File: config.mk
export PLATFORM = sky130hd
export DESIGN_NAME = cfe_front_end_ctrl
export DESIGN_NICKNAME = d
export VERILOG_FILES = /design/src/hdl/cfe_pkg.sv /design/src/hdl/cfe_front_end_ctrl.sv
export SDC_FILE = /design/constraint.sdc
export NUM_CORES = 1
export LEC_CHECK = 0
export ABC_CLOCK_PERIOD_IN_PS = 4910
export BUFFER_PORTS_ARGS = -buffer_cell sky130_fd_sc_hd__buf_2
export CAP_MARGIN = 20
export CORE_ASPECT_RATIO = 0.9
export CORE_MARGIN = 3
export CORE_UTILIZATION = 50
export DETAILED_ROUTE_END_ITERATION = 8
export HOLD_SLACK_MARGIN = 0.15
export PLACE_DENSITY = 0.79
export SYNTH_ARGS = -nofsm -noshare
export SYNTH_HDL_FRONTEND = slang
export SYNTH_SLANG_ARGS = --single-unit
File: constraint.sdc
create_clock -name CLK -period 4.91 [get_ports CLK]
set_input_delay 0.7365 -clock CLK [delete_from_list [all_inputs] [get_ports CLK]]
set_output_delay 0.7365 -clock CLK [all_outputs]
set_load 0.1 [all_outputs]
File: src/hdl/cfe_pkg.sv
// constants, register map and carrier types of the front-end control block
package cfe_pkg;

   // ------------------------------------------------------------
   // clock and timing
   // ------------------------------------------------------------
   localparam int CLK_HZ        = 40_000_000;
   localparam int WD_PERIOD_MS  = 212;
   // longest time: rounds down
   localparam int WD_PERIOD_CYC = WD_PERIOD_MS * (CLK_HZ / 1000);
   localparam int WD_PULSE_US   = 967;
   // pulse length: rounds up
   localparam int WD_PULSE_CYC  = (WD_PULSE_US * (CLK_HZ / 1000) + 999) / 1000;
   localparam int WD_CNT_W      = 24;
   localparam int PULSE_CNT_W   = 16;

   // ------------------------------------------------------------
   // bus geometry and register indexes (byte address = 4 * index)
   // ------------------------------------------------------------
   localparam int          ADR_W                 = 18;
   localparam logic [15:0] IDX_HDR_MODE          = 16'hf092;
   localparam logic [15:0] IDX_HDR_MINUTES       = 16'hf093;
   localparam logic [15:0] IDX_HDR_SECONDS       = 16'hf09a;
   localparam logic [15:0] IDX_HDR_FRAME         = 16'hf09b;
   localparam logic [15:0] IDX_FRONT_END_CONTROL = 16'hf0bb;
   localparam logic [15:0] IDX_INTERRUPT_FLAG    = 16'hf0c0;
   localparam logic [15:0] IDX_READ_STATUS       = 16'hf0c3;

   // ------------------------------------------------------------
   // field positions and reset values
   // ------------------------------------------------------------
   localparam int         ST_ACTIVE_BIT   = 7;
   localparam int         ST_QRDY_BIT     = 5;
   localparam int         ST_HDR_BIT      = 4;
   localparam int         ST_SEARCH_BIT   = 0;
   localparam int         INTR_READY_BIT  = 0;
   localparam logic [7:0] CTL_RESET       = 8'h03;

   // ------------------------------------------------------------
   // carrier types
   // ------------------------------------------------------------
   typedef struct packed {
      logic forced_frame_end;
      logic sync_search_trigger;
      logic uart_break;
      logic watchdog_service;
      logic audio_path_enable;
      logic audio_mode_select;
      logic sync_stop_select;
      logic data_flow_stop;
   } cfe_ctrl_t;

   typedef struct packed {
      logic [7:0] mode;
      logic [7:0] minutes;
      logic [7:0] seconds;
      logic [7:0] frame;
   } cfe_hdr_t;

   typedef struct packed {
      logic       valid;
      logic [7:0] data;
   } cfe_byte_t;

endpackage

File: src/hdl/cfe_front_end_ctrl.sv
// front-end control register, data flow gating, sync search and watchdog
// Operation
// - data mode, stop bit 0, synchronous: start storing at next sync pattern
// - stop bit 1: halt incoming data just before next sync pattern
// - any reset forces the stop bit to 1
// - sync/async selection only matters in data mode
// - sync selection 0 stops data at once, mid-frame
// - sync selection 1 starts and stops only at sync patterns
// - audio mode bit 0 means data mode; cleared on reset
// - audio mode bit 1 selects audio mode and shifts the bit clock
// - combined ready follows header valid in data mode, Q ready in audio
// - audio enable acts as inverted stop bit; no async stop in audio
// - audio enable 0 stops audio at next F1 C-flag; cleared on reset
// - audio enable 1 starts audio storage after next F1 C-flag
// - firmware pulses service bit within 212 ms or watchdog resets chip
// - watchdog reset pulse lasts 967 microseconds
// - service bit held at 1 disables the watchdog
// - break bit holds the UART transmit output high
// - sync-search bit pulsed high then low starts sync search
// - sync found by search makes header registers valid
// - forced frame-end pulse resets frame counters to beginning of frame
// - forced frame-end acts only while data path is inactive
// - while forced frame-end is set nothing is stored
// - data path active flag is high for the whole transfer
//
// Register access over Wishbone was left to the implementer.
`timescale 1ns/10ps
module cfe_front_end_ctrl #(
   parameter int WD_PERIOD_CYC = cfe_pkg::WD_PERIOD_CYC,
   parameter int WD_PULSE_CYC  = cfe_pkg::WD_PULSE_CYC
) (
   // clock and reset
   input  wire  logic                        CLK,
   input  wire  logic                        RESET,
   // wishbone slave
   input  wire  logic                        CYC_I,
   input  wire  logic                        STB_I,
   input  wire  logic                        WE_I,
   input  wire  logic [cfe_pkg::ADR_W-1:0]   ADR_I,
   input  wire  logic [3:0]                  SEL_I,
   input  wire  logic [31:0]                 DAT_I,
   output logic       [31:0]                 DAT_O,
   output logic                              ACK_O,
   // decoder stream
   input  wire  logic                        SYNC_DET,
   input  wire  logic                        F1_CFLAG,
   input  wire  cfe_pkg::cfe_byte_t          DATA_IN,
   input  wire  cfe_pkg::cfe_byte_t          SUB_IN,
   input  wire  cfe_pkg::cfe_hdr_t           HDR_IN,
   input  wire  logic                        Q_FRAME_READY,
   // buffer manager side
   output cfe_pkg::cfe_byte_t                BUF_DATA,
   output cfe_pkg::cfe_byte_t                BUF_SUB,
   output logic                              FRAME_RESET,
   // status and miscellaneous
   output logic                              DATA_ACTIVE,
   output logic                              BIT_CLK_SHIFT,
   output logic                              SEARCH_ACTIVE,
   output logic                              COMBINED_READY,
   input  wire  logic                        UART_TX_IN,
   output logic                              UART_TX_OUT,
   output logic                              CHIP_RESET
);

   // ------------------------------------------------------------
   // declarations
   // ------------------------------------------------------------
   typedef enum logic [1:0] {WD_RUN, WD_FIRE} cfe_wd_state_t;

   cfe_pkg::cfe_ctrl_t   ctrl,        next_ctrl;
   cfe_pkg::cfe_ctrl_t   ctrl_prev;
   logic                 ack,         next_ack;
   logic [31:0]          rdata,       next_rdata;
   logic                 active,      next_active;
   logic                 searching,   next_searching;
   logic                 hdr_valid,   next_hdr_valid;
   cfe_pkg::cfe_hdr_t    hdr,         next_hdr;
   cfe_pkg::cfe_byte_t   buf_data,    next_buf_data;
   cfe_pkg::cfe_byte_t   buf_sub,     next_buf_sub;
   logic                 frame_rst,   next_frame_rst;
   logic                 tx_out,      next_tx_out;
   logic                 ready,       next_ready;
   cfe_wd_state_t        wd_state,    next_wd_state;
   logic [cfe_pkg::WD_CNT_W-1:0]    wd_cnt,    next_wd_cnt;
   logic [cfe_pkg::PULSE_CNT_W-1:0] pulse_cnt, next_pulse_cnt;
   logic                 soft_rst;
   logic                 req;
   logic [15:0]          idx;
   logic                 fell_search;
   logic                 fell_ffe;
   logic                 fell_wd;
   logic                 hdr_read;
   logic                 chip_rst,    next_chip_rst;

   // word index decode, shared by write, read and clear-on-read
   function automatic logic hit(input logic [15:0] a, input logic [15:0] reg_idx);
      hit = (a == reg_idx);
   endfunction

   // watchdog reset is a reset condition for the control state
   assign soft_rst    = RESET || (wd_state == WD_FIRE);
   assign req         = CYC_I && STB_I;
   assign idx         = ADR_I[cfe_pkg::ADR_W-1:2];
   assign fell_search = ctrl_prev.sync_search_trigger && !ctrl.sync_search_trigger;
   assign fell_ffe    = ctrl_prev.forced_frame_end && !ctrl.forced_frame_end;
   assign fell_wd     = ctrl_prev.watchdog_service && !ctrl.watchdog_service;
   assign hdr_read    = ack && !WE_I && (hit(idx, cfe_pkg::IDX_HDR_MODE) || hit(idx, cfe_pkg::IDX_HDR_MINUTES) ||
                        hit(idx, cfe_pkg::IDX_HDR_SECONDS) || hit(idx, cfe_pkg::IDX_HDR_FRAME));

   // ------------------------------------------------------------
   // register bus
   // ------------------------------------------------------------
   always_comb begin
      next_ack   = req && !ack;
      next_ctrl  = ctrl;
      next_rdata = 32'h0000_0000;
      if (req && !ack && !WE_I) begin
         if (hit(idx, cfe_pkg::IDX_FRONT_END_CONTROL)) begin
            next_rdata[7:0] = ctrl;
         end else if (hit(idx, cfe_pkg::IDX_READ_STATUS)) begin
            next_rdata[cfe_pkg::ST_ACTIVE_BIT] = active;
            next_rdata[cfe_pkg::ST_QRDY_BIT]   = Q_FRAME_READY;
            next_rdata[cfe_pkg::ST_HDR_BIT]    = hdr_valid;
            next_rdata[cfe_pkg::ST_SEARCH_BIT] = searching;
         end else if (hit(idx, cfe_pkg::IDX_INTERRUPT_FLAG)) begin
            next_rdata[cfe_pkg::INTR_READY_BIT] = ready;
         end else if (hit(idx, cfe_pkg::IDX_HDR_MODE)) begin
            next_rdata[7:0] = hdr.mode;
         end else if (hit(idx, cfe_pkg::IDX_HDR_MINUTES)) begin
            next_rdata[7:0] = hdr.minutes;
         end else if (hit(idx, cfe_pkg::IDX_HDR_SECONDS)) begin
            next_rdata[7:0] = hdr.seconds;
         end else if (hit(idx, cfe_pkg::IDX_HDR_FRAME)) begin
            next_rdata[7:0] = hdr.frame;
         end
      end
      // write lands at the edge where the master sees ack
      if (ack && WE_I && SEL_I[0] && hit(idx, cfe_pkg::IDX_FRONT_END_CONTROL)) begin
         next_ctrl = cfe_pkg::cfe_ctrl_t'(DAT_I[7:0]);
      end
   end

   always_ff @(posedge CLK) begin
      if (RESET) begin
         ack   <= 1'b0;
         rdata <= 32'h0000_0000;
      end else begin
         ack   <= next_ack;
         rdata <= next_rdata;
      end
      if (soft_rst) begin
         ctrl      <= cfe_pkg::cfe_ctrl_t'(cfe_pkg::CTL_RESET);
         ctrl_prev <= cfe_pkg::cfe_ctrl_t'(cfe_pkg::CTL_RESET);
      end else begin
         ctrl      <= next_ctrl;
         ctrl_prev <= ctrl;
      end
   end

   // ------------------------------------------------------------
   // data flow gating
   // ------------------------------------------------------------
   always_comb begin
      next_active    = active;
      next_buf_data  = '0;
      next_buf_sub   = '0;
      next_frame_rst = 1'b0;
      if (!ctrl.audio_mode_select) begin
         if (!ctrl.sync_stop_select) begin
            next_active = 1'b0;
         end else if (SYNC_DET) begin
            next_active = !ctrl.data_flow_stop;
         end
      end else if (F1_CFLAG) begin
         next_active = ctrl.audio_path_enable;
      end
      if (active && !ctrl.forced_frame_end) begin
         next_buf_data = DATA_IN;
         next_buf_sub  = SUB_IN;
      end
      if (fell_ffe && !active) begin
         next_frame_rst = 1'b1;
      end
   end

   always_ff @(posedge CLK) begin
      if (soft_rst) begin
         active    <= 1'b0;
         buf_data  <= '0;
         buf_sub   <= '0;
         frame_rst <= 1'b0;
      end else begin
         active    <= next_active;
         buf_data  <= next_buf_data;
         buf_sub   <= next_buf_sub;
         frame_rst <= next_frame_rst;
      end
   end

   // ------------------------------------------------------------
   // sync search and header capture
   // ------------------------------------------------------------
   always_comb begin
      next_searching = searching;
      next_hdr_valid = hdr_valid;
      next_hdr       = hdr;
      if (hdr_read) begin
         next_hdr_valid = 1'b0;
      end
      if (fell_search) begin
         next_searching = 1'b1;
      end else if (searching && SYNC_DET) begin
         next_searching = 1'b0;
         next_hdr_valid = 1'b1;
         next_hdr       = HDR_IN;
      end
      next_ready = ctrl.audio_mode_select ? Q_FRAME_READY : hdr_valid;
   end

   always_ff @(posedge CLK) begin
      if (soft_rst) begin
         searching <= 1'b0;
         hdr_valid <= 1'b0;
         hdr       <= '0;
         ready     <= 1'b0;
      end else begin
         searching <= next_searching;
         hdr_valid <= next_hdr_valid;
         hdr       <= next_hdr;
         ready     <= next_ready;
      end
   end

   // ------------------------------------------------------------
   // watchdog
   // ------------------------------------------------------------
   always_comb begin
      next_wd_state  = wd_state;
      next_wd_cnt    = wd_cnt;
      next_pulse_cnt = pulse_cnt;
      case (wd_state)
         WD_RUN: begin
            if (ctrl.watchdog_service || fell_wd) begin
               next_wd_cnt = '0;
            end else if (wd_cnt == cfe_pkg::WD_CNT_W'(WD_PERIOD_CYC - 1)) begin
               next_wd_state  = WD_FIRE;
               next_wd_cnt    = '0;
               next_pulse_cnt = '0;
            end else begin
               next_wd_cnt = wd_cnt + 1'b1;
            end
         end
         WD_FIRE: begin
            if (pulse_cnt == cfe_pkg::PULSE_CNT_W'(WD_PULSE_CYC - 1)) begin
               next_wd_state = WD_RUN;
            end else begin
               next_pulse_cnt = pulse_cnt + 1'b1;
            end
         end
         default: begin
            next_wd_state = WD_RUN;
         end
      endcase
      next_chip_rst = (next_wd_state == WD_FIRE);
   end

   always_ff @(posedge CLK) begin
      if (RESET) begin
         wd_state  <= WD_RUN;
         wd_cnt    <= '0;
         pulse_cnt <= '0;
         chip_rst  <= 1'b0;
      end else begin
         chip_rst  <= next_chip_rst;
         wd_state  <= next_wd_state;
         wd_cnt    <= next_wd_cnt;
         pulse_cnt <= next_pulse_cnt;
      end
   end

   // ------------------------------------------------------------
   // uart break
   // ------------------------------------------------------------
   always_comb begin
      next_tx_out = ctrl.uart_break ? 1'b1 : UART_TX_IN;
   end

   always_ff @(posedge CLK) begin
      if (RESET) begin
         tx_out <= 1'b1;
      end else begin
         tx_out <= next_tx_out;
      end
   end

   // ------------------------------------------------------------
   // outputs
   // ------------------------------------------------------------
   assign DAT_O          = rdata;
   assign ACK_O          = ack;
   assign BUF_DATA       = buf_data;
   assign BUF_SUB        = buf_sub;
   assign FRAME_RESET    = frame_rst;
   assign DATA_ACTIVE    = active;
   assign BIT_CLK_SHIFT  = ctrl.audio_mode_select;
   assign SEARCH_ACTIVE  = searching;
   assign COMBINED_READY = ready;
   assign UART_TX_OUT    = tx_out;
   assign CHIP_RESET     = chip_rst;
endmodule

Word-level counts from Yosys, hierarchy flattened
Cells that the tools add are included.
{"block": "word_totals", "ff_bits": 143, "latchBits": 0, "ramBits": 0, "mem_bits_ro": 0, "inputBits": 113, "elab_cells": 121, "n_memories": 0}
{"block": "classes", "addsub": 2, "n_mul": 0, "n_div": 0, "magnitude_cmp": 0, "eq_ne": 16, "shift": 0, "muxes": 33, "bitwise": 3, "reduce_logical": 35}
{"operator": "equality test 16 bit (second input constant)", "count": 8}
{"operator": "2-to-1 mux 16 bit", "count": 3}
{"operator": "2-to-1 mux 24 bit", "count": 2}
{"operator": "2-to-1 mux 8 bit", "count": 5}
{"operator": "one-hot mux 16 bit (2 select lines)", "count": 1}
{"operator": "adder 24 x 1 -> 24 bit (second input constant)", "count": 1}
{"operator": "equality test 24 bit (second input constant)", "count": 1}
{"operator": "adder 16 x 1 -> 16 bit (second input constant)", "count": 1}
{"operator": "2-to-1 mux 1 bit", "count": 15}
{"operator": "logical AND 1 bit", "count": 14}
{"operator": "2-to-1 mux 2 bit", "count": 4}
{"operator": "!= test 2 bit (second input constant)", "count": 4}
{"operator": "logical NOT 1 bit", "count": 7}
{"operator": "2-to-1 mux 7 bit", "count": 1}
{"operator": "OR reduction 2 bit", "count": 3}
{"operator": "logical OR 1 bit", "count": 5}
{"operator": "equality test 2 x 1 -> 1 bit (second input constant)", "count": 2}
{"operator": "one-hot mux 2 bit (2 select lines)", "count": 1}
{"operator": "AND reduction 2 bit", "count": 2}
{"operator": "AND reduction 4 bit", "count": 1}
{"operator": "nonzero test 2 bit", "count": 2}
{"operator": "2-to-1 mux 3 bit", "count": 1}
{"operator": "!= test 3 x 2 -> 1 bit (second input constant)", "count": 1}
{"operator": "inverter 1 bit", "count": 3}
{"operator": "logical NOT 2 bit", "count": 1}

Depth between registers and ports, before layout
{"block": "depth", "depth_word": 8, "ltp_mapped": 7, "depth_no_buf": 6}

Worst setup path before layout
Ideal clock, no wire load.
{"block": "synth_path", "path_kind": "input to register", "startpoint": "input ADR_I[8] (netlist name)", "endpoint": "register ctrl[0] (netlist name)", "setup_time_ns": 0.123, "arrival_ns": 2.278, "required_time_ns": 4.787, "slack_ns": 2.509, "path_stages": 6, "path_buffers": 1, "cell_sequence": "nand2b_1 > or4_1 > or4_1 > clkbuf_1 > mux2i_1 > nand2_1"}
{"block": "synth_between", "elab_chain_cells": 2}
{"element": "from (decl)", "line_no": "cfe_front_end_ctrl.sv:39", "rtl": "input wire logic [cfe_pkg::ADR_W-1:0] ADR_I,"}
{"element": "equality test 16 bit", "line_no": "cfe_front_end_ctrl.sv:97", "rtl": "hit = (a == reg_idx);"}
{"element": "logical AND 1 bit", "line_no": "cfe_front_end_ctrl.sv:138", "rtl": "if (ack && WE_I && SEL_I[0] && hit(idx, cfe_pkg::IDX_FRONT_END_CONTROL)) begin"}
{"element": "to (signal assigned)", "line_no": "cfe_front_end_ctrl.sv:152", "rtl": "ctrl <= cfe_pkg::cfe_ctrl_t'(cfe_pkg::CTL_RESET);"}
{"element": "to (signal assigned)", "line_no": "cfe_front_end_ctrl.sv:155", "rtl": "ctrl <= next_ctrl;"}
{"element": "to (decl)", "line_no": "cfe_front_end_ctrl.sv:70", "rtl": "cfe_pkg::cfe_ctrl_t ctrl, next_ctrl;"}
Every way passes these cells.
A chain may end at the register's enable or synchronous reset.

Worst setup path in the final report
{"block": "layout_path", "startpoint": "register wd_cnt[2] (netlist name)", "endpoint": "register pulse_cnt[12] (netlist name)"}
{"block": "layout_between", "elab_chain_cells": 3}
{"element": "from (decl)", "line_no": "cfe_front_end_ctrl.sv:84", "rtl": "logic [cfe_pkg::WD_CNT_W-1:0] wd_cnt, next_wd_cnt;"}
{"element": "from (signal assigned)", "line_no": "cfe_front_end_ctrl.sv:276", "rtl": "wd_cnt <= next_wd_cnt;"}
{"element": "equality test 24 bit", "line_no": "cfe_front_end_ctrl.sv:245", "rtl": "end else if (wd_cnt == cfe_pkg::WD_CNT_W'(WD_PERIOD_CYC - 1)) begin"}
{"element": "!= test 2 bit (no source line)"}
{"element": "AND reduction 4 bit (no source line)"}
{"element": "to (signal assigned)", "line_no": "cfe_front_end_ctrl.sv:277", "rtl": "pulse_cnt <= next_pulse_cnt;"}
{"element": "to (decl)", "line_no": "cfe_front_end_ctrl.sv:85", "rtl": "logic [cfe_pkg::PULSE_CNT_W-1:0] pulse_cnt, next_pulse_cnt;"}
Every way passes these cells.

==> results <==
- The number of fillers in the final layout is about 840.
- The portion of synthesized cell area occupied by the leading cell type is 0.462.
- The detailed placer's ending HPWL is 9180 um.
- sky130_fd_sc_hd__dfxtp_1 takes more of the synthesized area than any other cell.
- The slew at the pin with the worst max-slew slack is slightly below 900 ps.
- The worst path arrival time is just over 3000 ps.
- The final total negative setup slack is 0 ps.
- The area growth from synthesis to layout is 22.4%.
- The detailed-route via count is ~4.7k.
- The number of cells in the finished layout apart from fillers is 848.
- In this run the number of H-tree levels came out at 4.
- After clock tree synthesis, the clock-pin slew on the worst setup and hold paths is 50 ps.
- In the synthesized netlist the async set-or-reset flop fraction comes to 0.
- The number of antenna violations at the first check in global routing was 0.
- The number of sinks driven by the clock tree is ~120.
- The remaining antenna violation count is 0.
- The die width is 113 um.
- The most used flip-flop cell after synthesis is sky130_fd_sc_hd__dfxtp_1.
- The data required time of the critical path is around 5300 ps.
- Including well taps, the total number of placed cells is approximately 800.
- After technology mapping, the gate count stands at between 600 and 700.
- The initial utilization of the core area, before any placement, comes to 0.523.
- Buffers inserted to repair hold after CTS numbered 0.
- The path class of the lowest-slack min-delay path is flop to flop.
- The clock insertion delay at the later pin of the skew report is just over 400 ps.
- The synthesized design contains ~120 register bits.
- For this run, the share of the core covered by cells in the final layout is 0.640.
- The overall die area is 11600 um^2.
- Between clock sinks in the finished design, the worst skew comes to roughly 8 ps.
- The finished cells cover around 6300 um^2.
- The critical path is of the flop to flop type.
- The global placement routability congestion is ~0.85.
- The share of the yosys chip area belonging to registers is 0.462.
- The hold violation total from the final report was 0.
- The area of the core region is approximately 9900 um^2.
- In this run the deepest clock path goes through 2 buffers.
- For this run, design rule violations remaining after detail routing come to 0.
- The number of antenna diodes in the final layout is 0.
- Summing internal, switching and leakage power gives about 2.3 mW.
- By instance count, the leading cell after synthesis is sky130_fd_sc_hd__dfxtp_1.
- The number of global-route vias before repair is approximately 4.5k.
- Setup violations remaining at the end of the flow were counted as 0.
- The die outline height is a little over 100 um.
- The worst max-slew margin expressed relative to the limit is 0.406.
- The cell chosen for the clock root is sky130_fd_sc_hd__clkbuf_16.
- Yosys attributes the largest share of cell area to sky130_fd_sc_hd__dfxtp_1 46%, sky130_fd_sc_hd__nand2_1 7.4%, sky130_fd_sc_hd__a21oi_1 5.9%, sky130_fd_sc_hd__buf_4 3.5%, sky130_fd_sc_hd__and2_1 2.9%.
- The number of enable flip-flop cells after synthesis is 0.
- The number of core rows is 34.
- The total routing usage reported by global routing is 0.226.
- The endpoint kind of the worst setup timing path is a flop.
- The post-placement cell area is approximately 5700 um^2.
- In this run the tool buffered the top-level ports with roughly 120 buffer cells.
- The number of CTS-inserted buffers is 17.
- Summed over all cells, the static leakage comes to around 2.6 nW.
- The cell area after synthesis is around 5200 um^2.
- The number of max-slew violations in the final report is 0.
- For this block, the routed nets add up to about 13000 um of wire.
- The time the worst path needs with I/O delays and setup is about 2700 ps.
- In this run, distinct cell masters in the synthesized netlist total a little over 50.
- Power spread over the standard cell area amounts to 369 nW/um^2.
- Across the VDD grid, the largest voltage drop is roughly 0.25 mV.
- The share of post-route cells with drive strength above 1 is 0.230.
- Of the available clock period, the critical path in the final layout requires 0.554.
- The post-cts sizing count is 0.
- 171 I/O pins were placed.
- By count the netlist is led by 119 x sky130_fd_sc_hd__dfxtp_1, 102 x sky130_fd_sc_hd__nand2_1, 61 x sky130_fd_sc_hd__a21oi_1.
- STA classifies the critical path startpoint as a flop.
- The number of design-rule violations left by the first detailed-router iteration is ~240.
- The post-CTS setup repair buffer count is 0.
- The multi-input combinational cells in the finished layout cover a total of 2550 um^2.
- The largest net degree at the start of global routing is 45.
- The total overflow left after global routing is 0.
- The first detailed-routing pass took 7 iterations.
- The Yosys step of the flow raised 0 warnings.
- The first global-routing pass estimated between 20000 and 25000 um of wire.
- The largest fanout of any net on the critical path is 14.
- Max-cap violations in this run came to 0.
- The via count normalized by instance count is around 5.5.
- The net count of the finished layout is a little over 800.
- The routed wirelength normalized by instance count is approximately 15 um.
- The clock tree from TritonCTS is yes.
- Timing would allow up to between 300 and 400 MHz.
- The mean area per synthesized cell is ~8.6 um^2.
- The sequential cell area is around 2400 um^2.
- The flow ran to the end, and the final reports show no timing, DRC or antenna violations.
- Setup repair after global routing left no endpoint under its margin.
[routing by layer]
layer | global-route usage | share of wire
met2 | 0.381 | 0.50
met4 | 0.0989 | 0.021
met3 | 0.0699 | 0.065
met1 | 0.269 | 0.41
met5 | 0 | 0
[per-stage QoR]
stage / hold slack, ps / worst slack, ps
5_1_grt: 472 / 1960
3_3_place_gp: 440 / 2200
3_5_place_dp: 447 / 2130
2_1_floorplan: 430 / 2510
6_report: 453 / 2190
4_1_cts: 455 / 2250
[worst paths after layout]
check / startpoint / end / slack [ps] / depth (start not counted)
worst min register to register: hdr[24] / hdr[24] / 450 / 2
worst max-delay path: wd_cnt[2] / pulse_cnt[12] / 2190 / 5
worst min-delay path: hdr[24] / hdr[24] / 450 / 2
worst max register to register: wd_cnt[2] / pulse_cnt[12] / 2190 / 5
[where the power goes]
part | switching [mW] | total [mW] | internal, mW
Combinational | 0.159 | 0.202 | 0.0426
Clock | 0.439 | 1.14 | 0.703
Sequential | 0.00928 | 0.984 | 0.975
[cell usage in the layout (no fill, tap or decap), drive strengths merged, types with 9 or more instances in the layout]
| cell type | n |
|---|---|
| mux2i | 12 |
| nor2 | 33 |
| conb | 25 |
| nand2 | 102 |
| nand3 | 25 |
| dfxtp | 119 |
| and2 | 24 |
| nand4 | 13 |
| and3 | 9 |
| o21ai | 17 |
| buf | 121 |
| a31oi | 14 |
| a21oi | 61 |
| clkbuf | 19 |
[critical path, cell delays in order (launching register included)]
cell,delay (ps)
sky130_fd_sc_hd__dfxtp_1,430
sky130_fd_sc_hd__nand4_1,310
sky130_fd_sc_hd__nor3_1,690
sky130_fd_sc_hd__a31oi_1,460
sky130_fd_sc_hd__or4_1,610
sky130_fd_sc_hd__a21oi_1,140
[state kept, by name (all words and copies together), names as in the netlist, 2 cells and up]
name	flops
BUF_DATA	9
BUF_SUB	9
DAT_O	8
ctrl	7
ctrl_prev	3
hdr	32
pulse_cnt	16
wd_cnt	24
wd_state	2
[cell families (layout without fill, tap and decap cells)]
kind of cell	count (synthesis)	after routing	share of synthesized area
multiplexers	17	17	0.0429
buffers and inverters	61	158	0.0623
flip-flops	119	119	0.462
XOR/XNOR	14	14	0.0238
other	1	25	0.000727
AND/OR/NAND/NOR	267	267	0.266
adder cells (fa/ha/maj)	2	2	0.00485
AO/OA/AOI/OAI	120	120	0.138
[layout make-up]
class	count	share of cell area
Clock buffer	19	0.0701
Clock inverter	12	0.0166
Timing Repair Buffer	121	0.104
Sequential cell	119	0.377
Inverter	6	0.00356
Multi-Input combinational cell	445	0.404
Tap cell	126	0.0250
Power figures use the tool's default switching activity.
